**config.mk**
```make
export PLATFORM = sky130hd
export DESIGN_NAME = adc_low_power_mode_control
export DESIGN_NICKNAME = d
export VERILOG_FILES = /design/src/design/adc_lpm_pkg.sv /design/src/design/three_stage_sync.sv /design/src/design/adc_low_power_mode_control.sv
export VERILOG_INCLUDE_DIRS = /design/src /design/src/design
export SDC_FILE = /design/constraint.sdc
export NUM_CORES = 1
export LEC_CHECK = 0
export BUFFER_PORTS_ARGS = -buffer_cell sky130_fd_sc_hd__buf_4
export CAP_MARGIN = 20
export CORE_MARGIN = 1
export CORE_UTILIZATION = 49
export DETAILED_ROUTE_END_ITERATION = 16
export GPL_ROUTABILITY_DRIVEN = 1
export PLACE_DENSITY = 0.83
export SLEW_MARGIN = 20
export SYNTH_ARGS = -nofsm -noshare
export SYNTH_HDL_FRONTEND = slang
export SYNTH_SLANG_ARGS = --single-unit
```
**constraint.sdc**
```tcl
create_clock -name core_clk -period 2.8 [get_ports core_clk]
set_clock_uncertainty 0.2 [all_clocks]
set_input_delay 0.56 -clock core_clk [delete_from_list [all_inputs] [get_ports core_clk]]
set_output_delay 0.56 -clock core_clk [all_outputs]
set_load 0.02 [all_outputs]
```
**src/design/adc_lpm_params.svh**
```systemverilog
`ifndef ADC_LPM_PARAMS_SVH
`define ADC_LPM_PARAMS_SVH

// Register byte addresses on the AXI4-Lite slave.
`define REG_CTRL          8'h00
`define REG_STATUS        8'h04
`define REG_MASK          8'h08
`define REG_RESULT        8'h0c
`define REG_STATE         8'h10

// Control register fields.
`define CTRL_ENABLE       0
`define CTRL_CONTINUOUS   1
`define CTRL_SW_START     2
`define CTRL_ASYNC_SEL    3
`define CTRL_IRQ_ENABLE   4
`define CTRL_HW_TRIG_EN   5
`define CTRL_WIDTH        6
`define CTRL_RW_MASK      6'h3b

// Status and mask register fields.
`define STAT_COMPLETE     0
`define STAT_ABORTED      1
`define STAT_WIDTH        2

// Result layout: low byte and high nibble.
`define RESULT_LOW_W      8
`define RESULT_HIGH_W     4

// Reset values.
`define CTRL_RESET        6'h00
`define STATUS_RESET      2'h0
`define MASK_RESET        2'h0
`define RESULT_LOW_RESET  8'h00
`define RESULT_HIGH_RESET 4'h0

// AXI response codes.
`define RESP_OKAY         2'b00
`define RESP_SLVERR       2'b10

// Default conversion timing in conversion clock ticks and bus clock divide.
`define CONV_TICKS_DEF    20
`define BUS_DIV_DEF       2

`endif

```
**src/design/adc_lpm_pkg.sv**
```systemverilog
package adc_lpm_pkg;

	typedef enum logic [1:0] {
		MODE_RUN        = 2'b00,
		MODE_WAIT       = 2'b01,
		MODE_LIGHT_STOP = 2'b10,
		MODE_DEEP_STOP  = 2'b11
	} power_mode_type;

	typedef enum logic [0:0] {
		CONV_IDLE    = 1'b0,
		CONV_RUNNING = 1'b1
	} conv_state_type;

endpackage

```
**src/design/three_stage_sync.sv**
```systemverilog
`timescale 1ns/100ps

// Brings pin-level signals into core_clk; a new level is accepted only once
// the second and third stages agree, which also rejects one-cycle glitches.
module three_stage_sync #(
	parameter int WIDTH = 2
) (
	input  wire logic             core_clk,
	input  wire logic             rstn,
	input  wire logic [WIDTH-1:0] async_in,
	output logic      [WIDTH-1:0] level,
	output logic      [WIDTH-1:0] rise
);

	typedef struct packed {
		logic [WIDTH-1:0] stage1;
		logic [WIDTH-1:0] stage2;
		logic [WIDTH-1:0] stage3;
		logic [WIDTH-1:0] level;
		logic [WIDTH-1:0] rise;
	} sync_state_type;

	sync_state_type sync_q;
	sync_state_type sync_d;

	always_comb begin
		sync_d        = sync_q;
		sync_d.stage1 = async_in;
		sync_d.stage2 = sync_q.stage1;
		sync_d.stage3 = sync_q.stage2;
		for (int i = 0; i < WIDTH; i++) begin
			if (sync_q.stage2[i] == sync_q.stage3[i]) begin
				sync_d.level[i] = sync_q.stage2[i];
			end
			sync_d.rise[i] = (sync_q.stage2[i] == sync_q.stage3[i]) &&
				sync_q.stage2[i] && !sync_q.level[i];
		end
	end

	always_ff @(posedge core_clk) begin
		if (!rstn) begin
			sync_q <= '0;
		end else begin
			sync_q <= sync_d;
		end
	end

	assign level = sync_q.level;
	assign rise  = sync_q.rise;

endmodule

```
**src/design/adc_low_power_mode_control.sv**
```systemverilog
// Added by the designer: the register offsets and the AXI4-Lite slave port.
`timescale 1ns/100ps
`include "adc_lpm_params.svh"

module adc_low_power_mode_control #(
	parameter int CONV_TICKS = `CONV_TICKS_DEF,
	parameter int BUS_DIV    = `BUS_DIV_DEF
) (
	input  wire logic        core_clk,
	input  wire logic        rstn,
	input  wire logic        s_axi_awvalid,
	output logic             s_axi_awready,
	input  wire logic [7:0]  s_axi_awaddr,
	input  wire logic [2:0]  s_axi_awprot,
	input  wire logic        s_axi_wvalid,
	output logic             s_axi_wready,
	input  wire logic [31:0] s_axi_wdata,
	input  wire logic [3:0]  s_axi_wstrb,
	output logic             s_axi_bvalid,
	input  wire logic        s_axi_bready,
	output logic      [1:0]  s_axi_bresp,
	input  wire logic        s_axi_arvalid,
	output logic             s_axi_arready,
	input  wire logic [7:0]  s_axi_araddr,
	input  wire logic [2:0]  s_axi_arprot,
	output logic             s_axi_rvalid,
	input  wire logic        s_axi_rready,
	output logic      [31:0] s_axi_rdata,
	output logic      [1:0]  s_axi_rresp,
	input  wire logic [1:0]  power_mode,
	input  wire logic        hw_trigger,
	input  wire logic        async_conversion_clock,
	input  wire logic [11:0] analog_sample,
	output logic             sample_hold,
	output logic             irq,
	output logic             wake_req
);

	localparam int CNT_W = $clog2(CONV_TICKS + 1);
	localparam int DIV_W = $clog2(BUS_DIV + 1);
	localparam logic [CNT_W-1:0] CONV_LAST = CNT_W'(CONV_TICKS - 1);
	localparam logic [DIV_W-1:0] DIV_LAST  = DIV_W'(BUS_DIV - 1);

	typedef struct packed {
		logic                          aw_got;
		logic [7:0]                    awaddr;
		logic                          w_got;
		logic [31:0]                   wdata;
		logic [3:0]                    wstrb;
		logic                          bvalid;
		logic [1:0]                    bresp;
		logic                          rvalid;
		logic [31:0]                   rdata;
		logic [1:0]                    rresp;
		logic [`CTRL_WIDTH-1:0]        ctrl;
		logic [`STAT_WIDTH-1:0]        status;
		logic [`STAT_WIDTH-1:0]        mask;
		logic [`RESULT_HIGH_W-1:0]     result_high_reg;
		logic [`RESULT_LOW_W-1:0]      result_low_reg;
		adc_lpm_pkg::conv_state_type   conv_state;
		logic [CNT_W-1:0]              conv_cnt;
		logic [DIV_W-1:0]              div_cnt;
		logic                          cont_armed;
		logic                          irq;
		logic                          wake;
	} state_type;

	state_type q;
	state_type d;

	logic [1:0] pin_level;
	logic [1:0] pin_rise;

	// Bit 0 carries the hardware trigger, bit 1 the asynchronous clock.
	three_stage_sync #(
		.WIDTH (2)
	) u_pin_sync (
		.core_clk (core_clk),
		.rstn     (rstn),
		.async_in ({async_conversion_clock, hw_trigger}),
		.level    (pin_level),
		.rise     (pin_rise)
	);

	adc_lpm_pkg::power_mode_type mode;
	logic                        async_sel;
	logic                        clk_live;
	logic                        conv_tick;
	logic                        start_req;
	logic                        wr_ok;
	logic                        rd_ok;
	logic [`STAT_WIDTH-1:0]      stat_set;
	logic [`STAT_WIDTH-1:0]      stat_clr;
	logic [`STAT_WIDTH-1:0]      irq_gate;

	assign mode      = adc_lpm_pkg::power_mode_type'(power_mode);
	assign async_sel = q.ctrl[`CTRL_ASYNC_SEL];

	// The bus-derived conversion clock is stopped in both stop modes, while
	// the asynchronous one keeps ticking through light stop only.
	always_comb begin
		case (mode)
			adc_lpm_pkg::MODE_RUN:        clk_live = 1'b1;
			adc_lpm_pkg::MODE_WAIT:       clk_live = 1'b1;
			adc_lpm_pkg::MODE_LIGHT_STOP: clk_live = async_sel;
			adc_lpm_pkg::MODE_DEEP_STOP:  clk_live = 1'b0;
			default:                      clk_live = 1'b0;
		endcase
	end

	assign conv_tick = clk_live && q.ctrl[`CTRL_ENABLE] &&
		(async_sel ? pin_rise[1] : (q.div_cnt == DIV_LAST));

	always_comb begin
		d         = q;
		stat_set  = '0;
		stat_clr  = '0;
		start_req = 1'b0;
		wr_ok     = 1'b0;
		rd_ok     = 1'b0;

		// Write address and data are latched independently, in either order.
		if (s_axi_awvalid && !q.aw_got && !q.bvalid) begin
			d.aw_got = 1'b1;
			d.awaddr = s_axi_awaddr;
		end
		if (s_axi_wvalid && !q.w_got && !q.bvalid) begin
			d.w_got = 1'b1;
			d.wdata = s_axi_wdata;
			d.wstrb = s_axi_wstrb;
		end
		if (q.aw_got && q.w_got) begin
			d.aw_got = 1'b0;
			d.w_got  = 1'b0;
			d.bvalid = 1'b1;
			case (q.awaddr)
				`REG_CTRL: begin
					wr_ok = 1'b1;
					if (q.wstrb[0]) begin
						d.ctrl = q.wdata[`CTRL_WIDTH-1:0] & `CTRL_RW_MASK;
						start_req = q.wdata[`CTRL_SW_START] && q.wdata[`CTRL_ENABLE];
					end
				end
				`REG_STATUS: begin
					wr_ok = 1'b1;
					if (q.wstrb[0]) begin
						stat_clr = q.wdata[`STAT_WIDTH-1:0];
					end
				end
				`REG_MASK: begin
					wr_ok = 1'b1;
					if (q.wstrb[0]) begin
						d.mask = q.wdata[`STAT_WIDTH-1:0];
					end
				end
				`REG_RESULT: wr_ok = 1'b1;
				`REG_STATE:  wr_ok = 1'b1;
				default:     wr_ok = 1'b0;
			endcase
			d.bresp = wr_ok ? `RESP_OKAY : `RESP_SLVERR;
		end
		if (q.bvalid && s_axi_bready) begin
			d.bvalid = 1'b0;
		end

		if (s_axi_arvalid && !q.rvalid) begin
			d.rvalid = 1'b1;
			d.rdata  = '0;
			rd_ok    = 1'b1;
			case (s_axi_araddr)
				`REG_CTRL:   d.rdata[`CTRL_WIDTH-1:0] = q.ctrl;
				`REG_STATUS: d.rdata[`STAT_WIDTH-1:0] = q.status;
				`REG_MASK:   d.rdata[`STAT_WIDTH-1:0] = q.mask;
				`REG_RESULT: begin
					d.rdata[`RESULT_LOW_W+`RESULT_HIGH_W-1:0] =
						{q.result_high_reg, q.result_low_reg};
				end
				`REG_STATE: begin
					d.rdata[3:0] = {q.cont_armed, power_mode,
						q.conv_state == adc_lpm_pkg::CONV_RUNNING};
				end
				default: rd_ok = 1'b0;
			endcase
			d.rresp = rd_ok ? `RESP_OKAY : `RESP_SLVERR;
		end
		if (q.rvalid && s_axi_rready) begin
			d.rvalid = 1'b0;
		end

		// Bus clock divider feeding the synchronous conversion clock.
		d.div_cnt = (q.div_cnt == DIV_LAST) ? '0 : DIV_W'(q.div_cnt + 1'b1);

		// The hardware trigger also counts in light stop when the asynchronous
		// clock is chosen; the bus clock is frozen there otherwise.
		if (pin_rise[0] && q.ctrl[`CTRL_HW_TRIG_EN] && clk_live) begin
			start_req = 1'b1;
		end

		case (q.conv_state)
			adc_lpm_pkg::CONV_IDLE: begin
				if (start_req && clk_live && d.ctrl[`CTRL_ENABLE]) begin
					d.conv_state = adc_lpm_pkg::CONV_RUNNING;
					d.conv_cnt   = '0;
					d.cont_armed = 1'b1;
				end
			end
			adc_lpm_pkg::CONV_RUNNING: begin
				if (mode == adc_lpm_pkg::MODE_LIGHT_STOP && !async_sel) begin
					// Abort discards the conversion; results stay as they were.
					d.conv_state = adc_lpm_pkg::CONV_IDLE;
					d.cont_armed = 1'b0;
					stat_set[`STAT_ABORTED] = 1'b1;
				end else if (!q.ctrl[`CTRL_ENABLE]) begin
					d.conv_state = adc_lpm_pkg::CONV_IDLE;
					d.cont_armed = 1'b0;
				end else if (conv_tick) begin
					if (q.conv_cnt == CONV_LAST) begin
						// Completion in run, wait or light stop.
						d.result_low_reg  = analog_sample[`RESULT_LOW_W-1:0];
						d.result_high_reg =
							analog_sample[`RESULT_LOW_W+`RESULT_HIGH_W-1:`RESULT_LOW_W];
						stat_set[`STAT_COMPLETE] = 1'b1;
						d.conv_cnt = '0;
						if (!(q.ctrl[`CTRL_CONTINUOUS] && q.cont_armed)) begin
							d.conv_state = adc_lpm_pkg::CONV_IDLE;
						end
					end else begin
						d.conv_cnt = CNT_W'(q.conv_cnt + 1'b1);
					end
				end
			end
			default: d.conv_state = adc_lpm_pkg::CONV_IDLE;
		endcase

		// Continuous restarts are refused once an abort has disarmed them.
		if (!d.ctrl[`CTRL_CONTINUOUS]) begin
			d.cont_armed = d.conv_state == adc_lpm_pkg::CONV_RUNNING;
		end

		// A hardware event in the same cycle as a software clear survives.
		d.status = (q.status & ~stat_clr) | stat_set;

		// Deep stop powers the converter down and reloads the control, status, mask and result registers
		// and the conversion state, so software finds reset values on exit and must set it up again.
		if (mode == adc_lpm_pkg::MODE_DEEP_STOP) begin
			d.ctrl            = `CTRL_RESET;
			d.status          = `STATUS_RESET;
			d.mask            = `MASK_RESET;
			d.result_low_reg  = `RESULT_LOW_RESET;
			d.result_high_reg = `RESULT_HIGH_RESET;
			d.conv_state      = adc_lpm_pkg::CONV_IDLE;
			d.conv_cnt        = '0;
			d.cont_armed      = 1'b0;
		end

		// The completion source also needs its own interrupt enable.
		irq_gate                 = d.mask;
		irq_gate[`STAT_COMPLETE] = d.mask[`STAT_COMPLETE] && d.ctrl[`CTRL_IRQ_ENABLE];
		d.irq  = |(d.status & irq_gate);
		d.wake = d.irq && (mode == adc_lpm_pkg::MODE_WAIT ||
			mode == adc_lpm_pkg::MODE_LIGHT_STOP);
	end

	// Results only move at completion or on deep stop entry, never on light stop entry or exit.
	always_ff @(posedge core_clk) begin
		if (!rstn) begin
			q                 <= '0;
			q.ctrl            <= `CTRL_RESET;
			q.status          <= `STATUS_RESET;
			q.mask            <= `MASK_RESET;
			q.result_low_reg  <= `RESULT_LOW_RESET;
			q.result_high_reg <= `RESULT_HIGH_RESET;
			q.conv_state      <= adc_lpm_pkg::CONV_IDLE;
			q.bresp           <= `RESP_OKAY;
			q.rresp           <= `RESP_OKAY;
		end else begin
			q <= d;
		end
	end

	assign s_axi_awready = !q.aw_got && !q.bvalid;
	assign s_axi_wready  = !q.w_got && !q.bvalid;
	assign s_axi_bvalid  = q.bvalid;
	assign s_axi_bresp   = q.bresp;
	assign s_axi_arready = !q.rvalid;
	assign s_axi_rvalid  = q.rvalid;
	assign s_axi_rdata   = q.rdata;
	assign s_axi_rresp   = q.rresp;
	assign sample_hold   = q.conv_state == adc_lpm_pkg::CONV_RUNNING;
	assign irq           = q.irq;
	assign wake_req      = q.wake;

endmodule

```
[Word level (Yosys, flattened, before mapping)]
Index checks and enable logic that the tools add are counted.
Storage, ports and cells
  latch bits: 0
  output and inout bits: 44
  register bits after elaboration: 77
  bits in read-only memories: 0
  memories kept: 0
  bits in writable memories: 0
  input bits: 81
Operators by class
  eq/ne operators: 21
  shift operators: 0
  reduce and logical (&&, ||, !) cells: 49
  bitwise operators: 7
  add/sub/neg operators: 2
  mux-type cells: 50
  multiply operators: 0
  $lt $le $gt $ge: 0
  divide/modulo/power cells: 0
Operators by type and width (count)
  two-way mux 12 bit: 3
  == test 8 x 4 -> 1 bit (second input constant): 4
  two-way mux 5 bit: 6
  two-way mux 27 bit: 1
  logical AND 1 bit: 25
  two-way mux 1 bit: 21
  two-way mux 18 bit: 1
  two-way mux 2 bit: 9
  == test 8 x 3 -> 1 bit (second input constant): 2
  == test 8 x 5 -> 1 bit (second input constant): 2
  zero test 8 bit: 2
  OR reduction 2 bit: 7
  two-way mux 13 bit: 1
  two-way mux 6 bit: 2
  case mux 6 bit (2 select lines): 1
  case mux 2 bit (5 select lines): 1
  OR reduction 5 bit: 2
  zero test 1 bit: 7
  case mux 2 bit (3 select lines): 1
  adder 5 x 1 -> 5 bit (second input constant): 1
  == test 5 bit (second input constant): 1
  AND reduction 5 bit: 1
  bitwise AND 2 bit: 2
  == test 2 x 1 -> 1 bit (second input constant): 2
  18 further kinds: 24

[Logic depth before layout (Yosys ltp)]
  word-level depth: 15
  depth in mapped cells: 8

[By module]
From an unflattened synthesis, not the netlist that was laid out.
Unflattened totals
  cells, all modules: 368
  area, all modules: 3455.8 µm²
By module, submodules not included
  adc_low_power_mode_control: cells an instance 338, area an instance 3108.0 µm², instances 1
  three_stage_sync: cells an instance 30, area an instance 347.8 µm², instances 1

[Worst setup path after synthesis]
OpenSTA, ideal clock, no wires.
  kind: in2reg
  start point: input port power_mode[0]
  end point: register q[14] (netlist bit)
  data required time: 2.471 ns
  stages: 7
  path slack: 0.104 ns
  arrival: 2.367 ns
  path buffers: 1
  path through: ha_1 > nand2b_1 > o32a_1 > nor3b_1 > buf_2 > mux2i_1 > nor2_1
On the way
  cells in the longest elaborated chain, start to end: 6
Ends and longest elaborated chain
  start, declared: line adc_low_power_mode_control.sv:30  | input wire logic [1:0] power_mode,
  == test 2 x 1 -> 1 bit / zero test 2 bit (equally long branches): line adc_low_power_mode_control.sv:102  | case (mode)
  OR reduction 2 bit (no line)
  case mux 1 bit (3 select lines): line adc_low_power_mode_control.sv:102
  logical AND 1 bit (2 in a row): line adc_low_power_mode_control.sv:111  | assign conv_tick = clk_live && q.ctrl[`CTRL_ENABLE] &&
  AND reduction 5 bit (no line)
  end, declared: line adc_low_power_mode_control.sv:68  | state_type q;
Several ways; a longest one is shown, not always the timed one.
A chain may end at the register's enable or synchronous reset.

[Worst setup path in the final report]
  start point: register q[113] (netlist bit)
  end point: register q[5] (netlist bit)
On the way
  cells in the longest elaborated chain, start to end: 8
Ends and longest elaborated chain
  zero test 8 bit *: line adc_low_power_mode_control.sv:136  | case (q.awaddr)
  two-way mux 1 bit: line adc_low_power_mode_control.sv:136
  two-way mux 1 bit: line adc_low_power_mode_control.sv:132  | if (q.aw_got && q.w_got) begin
  two-way mux 1 bit: line adc_low_power_mode_control.sv:195  | if (pin_rise[0] && q.ctrl[`CTRL_HW_TRIG_EN] && clk_live) begin
  logical AND 1 bit: line adc_low_power_mode_control.sv:201  | if (start_req && clk_live && d.ctrl[`CTRL_ENABLE]) begin
  logical AND 1 bit *: line adc_low_power_mode_control.sv:201
  inequality test 2 bit (no line) *
  AND reduction 4 bit (no line) *
Every way passes the cells marked *; elsewhere a longest branch is shown, timed or not.

==> flow_results.org <==
** Setup path
- STA classifies the critical path startpoint as a flip-flop.
- Maximum fanout encountered on the critical timing path :: 5
- Setup slack on the worst reg-to-reg path comes out at 320 ps.
- The setup path with the least slack is of type reg -> reg.
- Worst path top cell family by delay :: simple AND/OR/NAND/NOR gates
- Counting cells, the worst reg-to-reg path comes to 5.
- Cell with the largest stage delay on the worst path :: sky130_fd_sc_hd__or4_1
- Worst Path Buf+Inv :: 0
- Required time at the worst-slack endpoint :: 2840 ps
- Critical path capture point type :: flip-flop
- Worst-path cell chain :: or4_1 > nor4_4 > mux2i_1 > a21oi_2 > mux2_2
- Data arrives at the worst endpoint at 2520 ps.
- Largest stage delay on the critical path :: 670 ps
- Crit path depth :: 5

** Clock tree
- In this run, post-CTS repair resized a total of 0 instances.
- The root buffer cell chosen for the clock tree is sky130_fd_sc_hd__clkbuf_8.
- Maximum level of the CTS H-tree :: 3
- After clock tree synthesis, the flow added hold-fix buffers numbering 0.
- In this run, CTS created clock tree buffers numbering 9.
- Clock Tree Buf Depth :: 2
- Reg clk slew, reported paths :: 80 ps
- Post-CTS timing repair inserted 0 buffers for setup.
- The clock drives 75 sinks.
- Clock latency on the worst-skew pair :: 350 ps
- TritonCTS built the clock tree.

** Global routing
- Global-route wire length before repair :: 11,600 µm
- Top Usage Layer GRT :: met2
- Total routing usage reported by global routing :: 0.204
- The initial antenna violation count came to 0.
- For this run, global-route usage on met2 was measured as 0.338.
- Pin count of the biggest net entering global routing :: 45
- Total congestion overflow :: 0
- Via count of the first global-routing pass :: 2,570
- GR Util met3 :: 0.0645
- For met1 alone, demand over resource in global routing was 0.242.

** Logic synthesis
- Top post-synthesis cells by area :: sky130_fd_sc_hd__dfxtp_1 (44%), sky130_fd_sc_hd__mux2i_1 (8.8%), sky130_fd_sc_hd__buf_4 (7.9%), sky130_fd_sc_hd__nand2_1 (4.9%), sky130_fd_sc_hd__nor2b_1 (3.5%)
- Post-synth EDFFs :: 0
- During synthesis, Yosys emitted a total of 0 warnings.
- Async S/R FF share, synth :: 0
- Averaged over all synthesized cells, the footprint is 9.24 µm².
- Post-synth top flop :: sky130_fd_sc_hd__dfxtp_1
- Synthesized flop and latch total :: 75
- The share of synthesized area in the top cell type comes to 0.439.
- Counting every instance in the synthesized netlist gives 370.
- The cell area that synthesis handed to floorplanning was 0.00342 mm².
- Cell type with the highest aggregate area in the netlist :: sky130_fd_sc_hd__dfxtp_1
- Distinct cell type count of the synthesized netlist :: 45
- For this run, the register share of the synthesized area comes to 0.439.

** Layout
- Proportion of layout cells with a drive suffix above 1 :: 0.236
- After filler insertion, the fill cell instance count of the layout stands at 580.
- Compared with the post-synthesis result, the final layout area differs by 18.3%.
- The repair_antennas step left the layout with diodes totalling 0.
- Once layout is complete, the cells apart from fillers number 512.
- Nets :: 514

** Run status
- Run status :: finished clean

** Pwr
- In this run the static leakage power is 1.63 nW.
- Worst supply voltage drop on vdd :: 0.000327 V
- Power density normalized to cell area :: 549 mW/mm²
- Overall power consumption :: 2.22 mW

** Min path
- Along the worst hold path, the cell count comes to 2.
- The tightest min-delay check is of the in -> reg type.

** Floorplan
- Std cell rows :: 30
- Width of the die :: 85.5 µm
- Starting density of the core :: 0.506
- IO Pins :: 125
- Die boundary height :: 85.5 µm
- Core Box Area :: 0.00676 mm²
- The die covers 0.00731 mm².

** Detailed routing
- The first TritonRoute pass finished after 4 iterations.
- The routed layout has 2,671 vias.
- After detailed routing, the average wire length per cell comes to 13.4 µm.
- Number of remaining DRC errors :: 0
- After the first detailed-routing iteration, the DRC count stood at 127.
- Summed over all layers, the routed wires come to 6870 µm.
- The count of nets left with antenna violations once routing finished came out at 0.
- Dividing the detail-routed via count by the number of cells gives 5.22.

** Timing
- Final max-slew violation count :: 0
- In this run the tightest slew margin relative to its limit is 0.633.
- Min Tclk post-route :: 2480 ps
- Final setup vio count :: 0
- After routing, the total negative slack on setup checks comes to 0 ps.
- Tightest Pin Transition :: 544 ps
- In the finished design, the share of the clock period the worst path needs comes to 0.886.
- Maximum operating frequency :: 0.403 GHz
- Final hold violation count :: 0
- Setup repair after global routing left no endpoint under its margin.

** Run
- The tool flagged a number of max-cap violations equal to 0.

** Place
- Final weighted congestion of routability-driven global placement :: 0.762
- Number of input and output port buffers inserted :: 67
- Post-DP HPWL :: 5020 µm
- Placed cell count :: 496
-- worst paths after layout --
kind / start / to
worst min-delay path: async_conversion_clock / u_pin_sync.sync_d[7]
worst max register to register: q[113] / q[5]
worst min register to register: u_pin_sync.level[1] / u_pin_sync.rise[1]
worst max-delay path: q[113] / q[5]
-- registers in the layout (all words and copies together), names as in the netlist --
| register | flops |
|---|---|
| u_pin_sync.level | 2 |
| s_axi_bvalid | 1 |
| s_axi_rvalid | 1 |
| u_pin_sync.rise | 2 |
| q | 45 |
| s_axi_bresp | 1 |
| async_sel | 1 |
| wake_req | 1 |
| u_pin_sync.sync_q | 2 |
| u_pin_sync.sync_d | 4 |
| sample_hold | 1 |
| irq | 1 |
| s_axi_rdata | 12 |
| s_axi_rresp | 1 |
-- cell type report --
class                           count  area, µm²  share of cell area
Sequential cell                    75       1500               0.372
Clock buffer                        9        124              0.0307
Tap cell                           80        100              0.0248
Inverter                            7       26.3             0.00650
Multi-Input combinational cell    258       1640               0.407
Timing Repair Buffer               76        571               0.141
Clock inverter                      7       75.1              0.0186
-- metrics by stage --
stage          hold WS (ps)  instance area (µm²)   util  worst slack [ps]
2_1_floorplan           190                 3500      -               104
3_3_place_gp            203                 3840  0.569               191
3_5_place_dp            205                 3840  0.569               158
4_1_cts                 195                 4040  0.598               314
5_1_grt                 196                 4040  0.598               187
6_report                210                 4040  0.598               319
-- worst register-to-register path, stage by stage, from the launching register on --
cell,delay (ps)
sky130_fd_sc_hd__dfxtp_1,310
sky130_fd_sc_hd__or4_1,670
sky130_fd_sc_hd__nor4_4,430
sky130_fd_sc_hd__mux2i_1,340
sky130_fd_sc_hd__a21oi_2,140
sky130_fd_sc_hd__mux2_2,280
-- synthesized netlist by cell type (all sizes together) (2+ instances only) --
library cell / number
dfxtp: 75
nand2: 45
buf: 38
mux2i: 30
nor2: 24
nor2b: 19
a21boi: 15
clkbuf: 13
a21oi: 12
nand3: 11
o21ai: 11
and2: 9
inv: 7
ha: 6
a22o: 5
a31oi: 4
nand2b: 4
nor4: 4
mux2: 3
nand3b: 3
nand4: 3
nor3: 3
nor3b: 3
a21o: 2
a22oi: 2
mux4: 2
o21a: 2
or4: 2
-- where the power goes --
| group | internal (mW) | leakage [nW] | switching (mW) | total, mW |
|---|---|---|---|---|
| sequential | 1.10 | 0.610 | 0.0258 | 1.13 |
| combinational | 0.110 | 0.930 | 0.139 | 0.249 |
| clock | 0.416 | 0.0923 | 0.429 | 0.845 |
-- cells in the final DEF (no fill, tap or decap), types with 2 or more instances in the layout --
master                        n
sky130_fd_sc_hd__nand2b_1     4
sky130_fd_sc_hd__clkinvlp_4   3
sky130_fd_sc_hd__nor4_1       3
sky130_fd_sc_hd__inv_6        2
sky130_fd_sc_hd__nand3b_1     3
sky130_fd_sc_hd__nand3_1     11
sky130_fd_sc_hd__or4_1        2
sky130_fd_sc_hd__nor2_1      24
sky130_fd_sc_hd__a21oi_1     10
sky130_fd_sc_hd__a22o_1       5
sky130_fd_sc_hd__nor2b_1     19
sky130_fd_sc_hd__buf_4       76
sky130_fd_sc_hd__mux2_2       2
sky130_fd_sc_hd__a21boi_0    15
sky130_fd_sc_hd__mux4_2       2
sky130_fd_sc_hd__inv_1        7
sky130_fd_sc_hd__and2_1       9
sky130_fd_sc_hd__o21ai_0     11
sky130_fd_sc_hd__nor3b_1      2
sky130_fd_sc_hd__a22oi_1      2
sky130_fd_sc_hd__nand4_1      3
sky130_fd_sc_hd__conb_1      22
sky130_fd_sc_hd__o21a_1       2
sky130_fd_sc_hd__ha_1         6
sky130_fd_sc_hd__a21o_1       2
sky130_fd_sc_hd__nor3_1       3
sky130_fd_sc_hd__mux2i_1     30
sky130_fd_sc_hd__dfxtp_1     75
sky130_fd_sc_hd__nand2_1     45
sky130_fd_sc_hd__a21oi_2      2
sky130_fd_sc_hd__clkbuf_8     9
sky130_fd_sc_hd__a31oi_1      4
-- cells by family (layout without fill, tap and decap cells) --
group           count (synthesis)  after routing  synth area share
simple gates                  134            134             0.199
flops                          75             75             0.439
compound gates                 60             60             0.120
buf+inv                        58             99             0.104
mux                            35             35             0.112
fa+ha+maj                       6              6            0.0220
other cells                     1             22           0.00110
xor+xnor                        1              1           0.00256
-- layer usage --
metal | vias up | part of all wire
li1 | 1321 | -
met1 | 1255 | 0.44
met2 | 82 | 0.49
met3 | 13 | 0.052
met4 | 0 | 0.019
met5 | - | 0
Note: power is estimated with default switching activity, not from simulation.
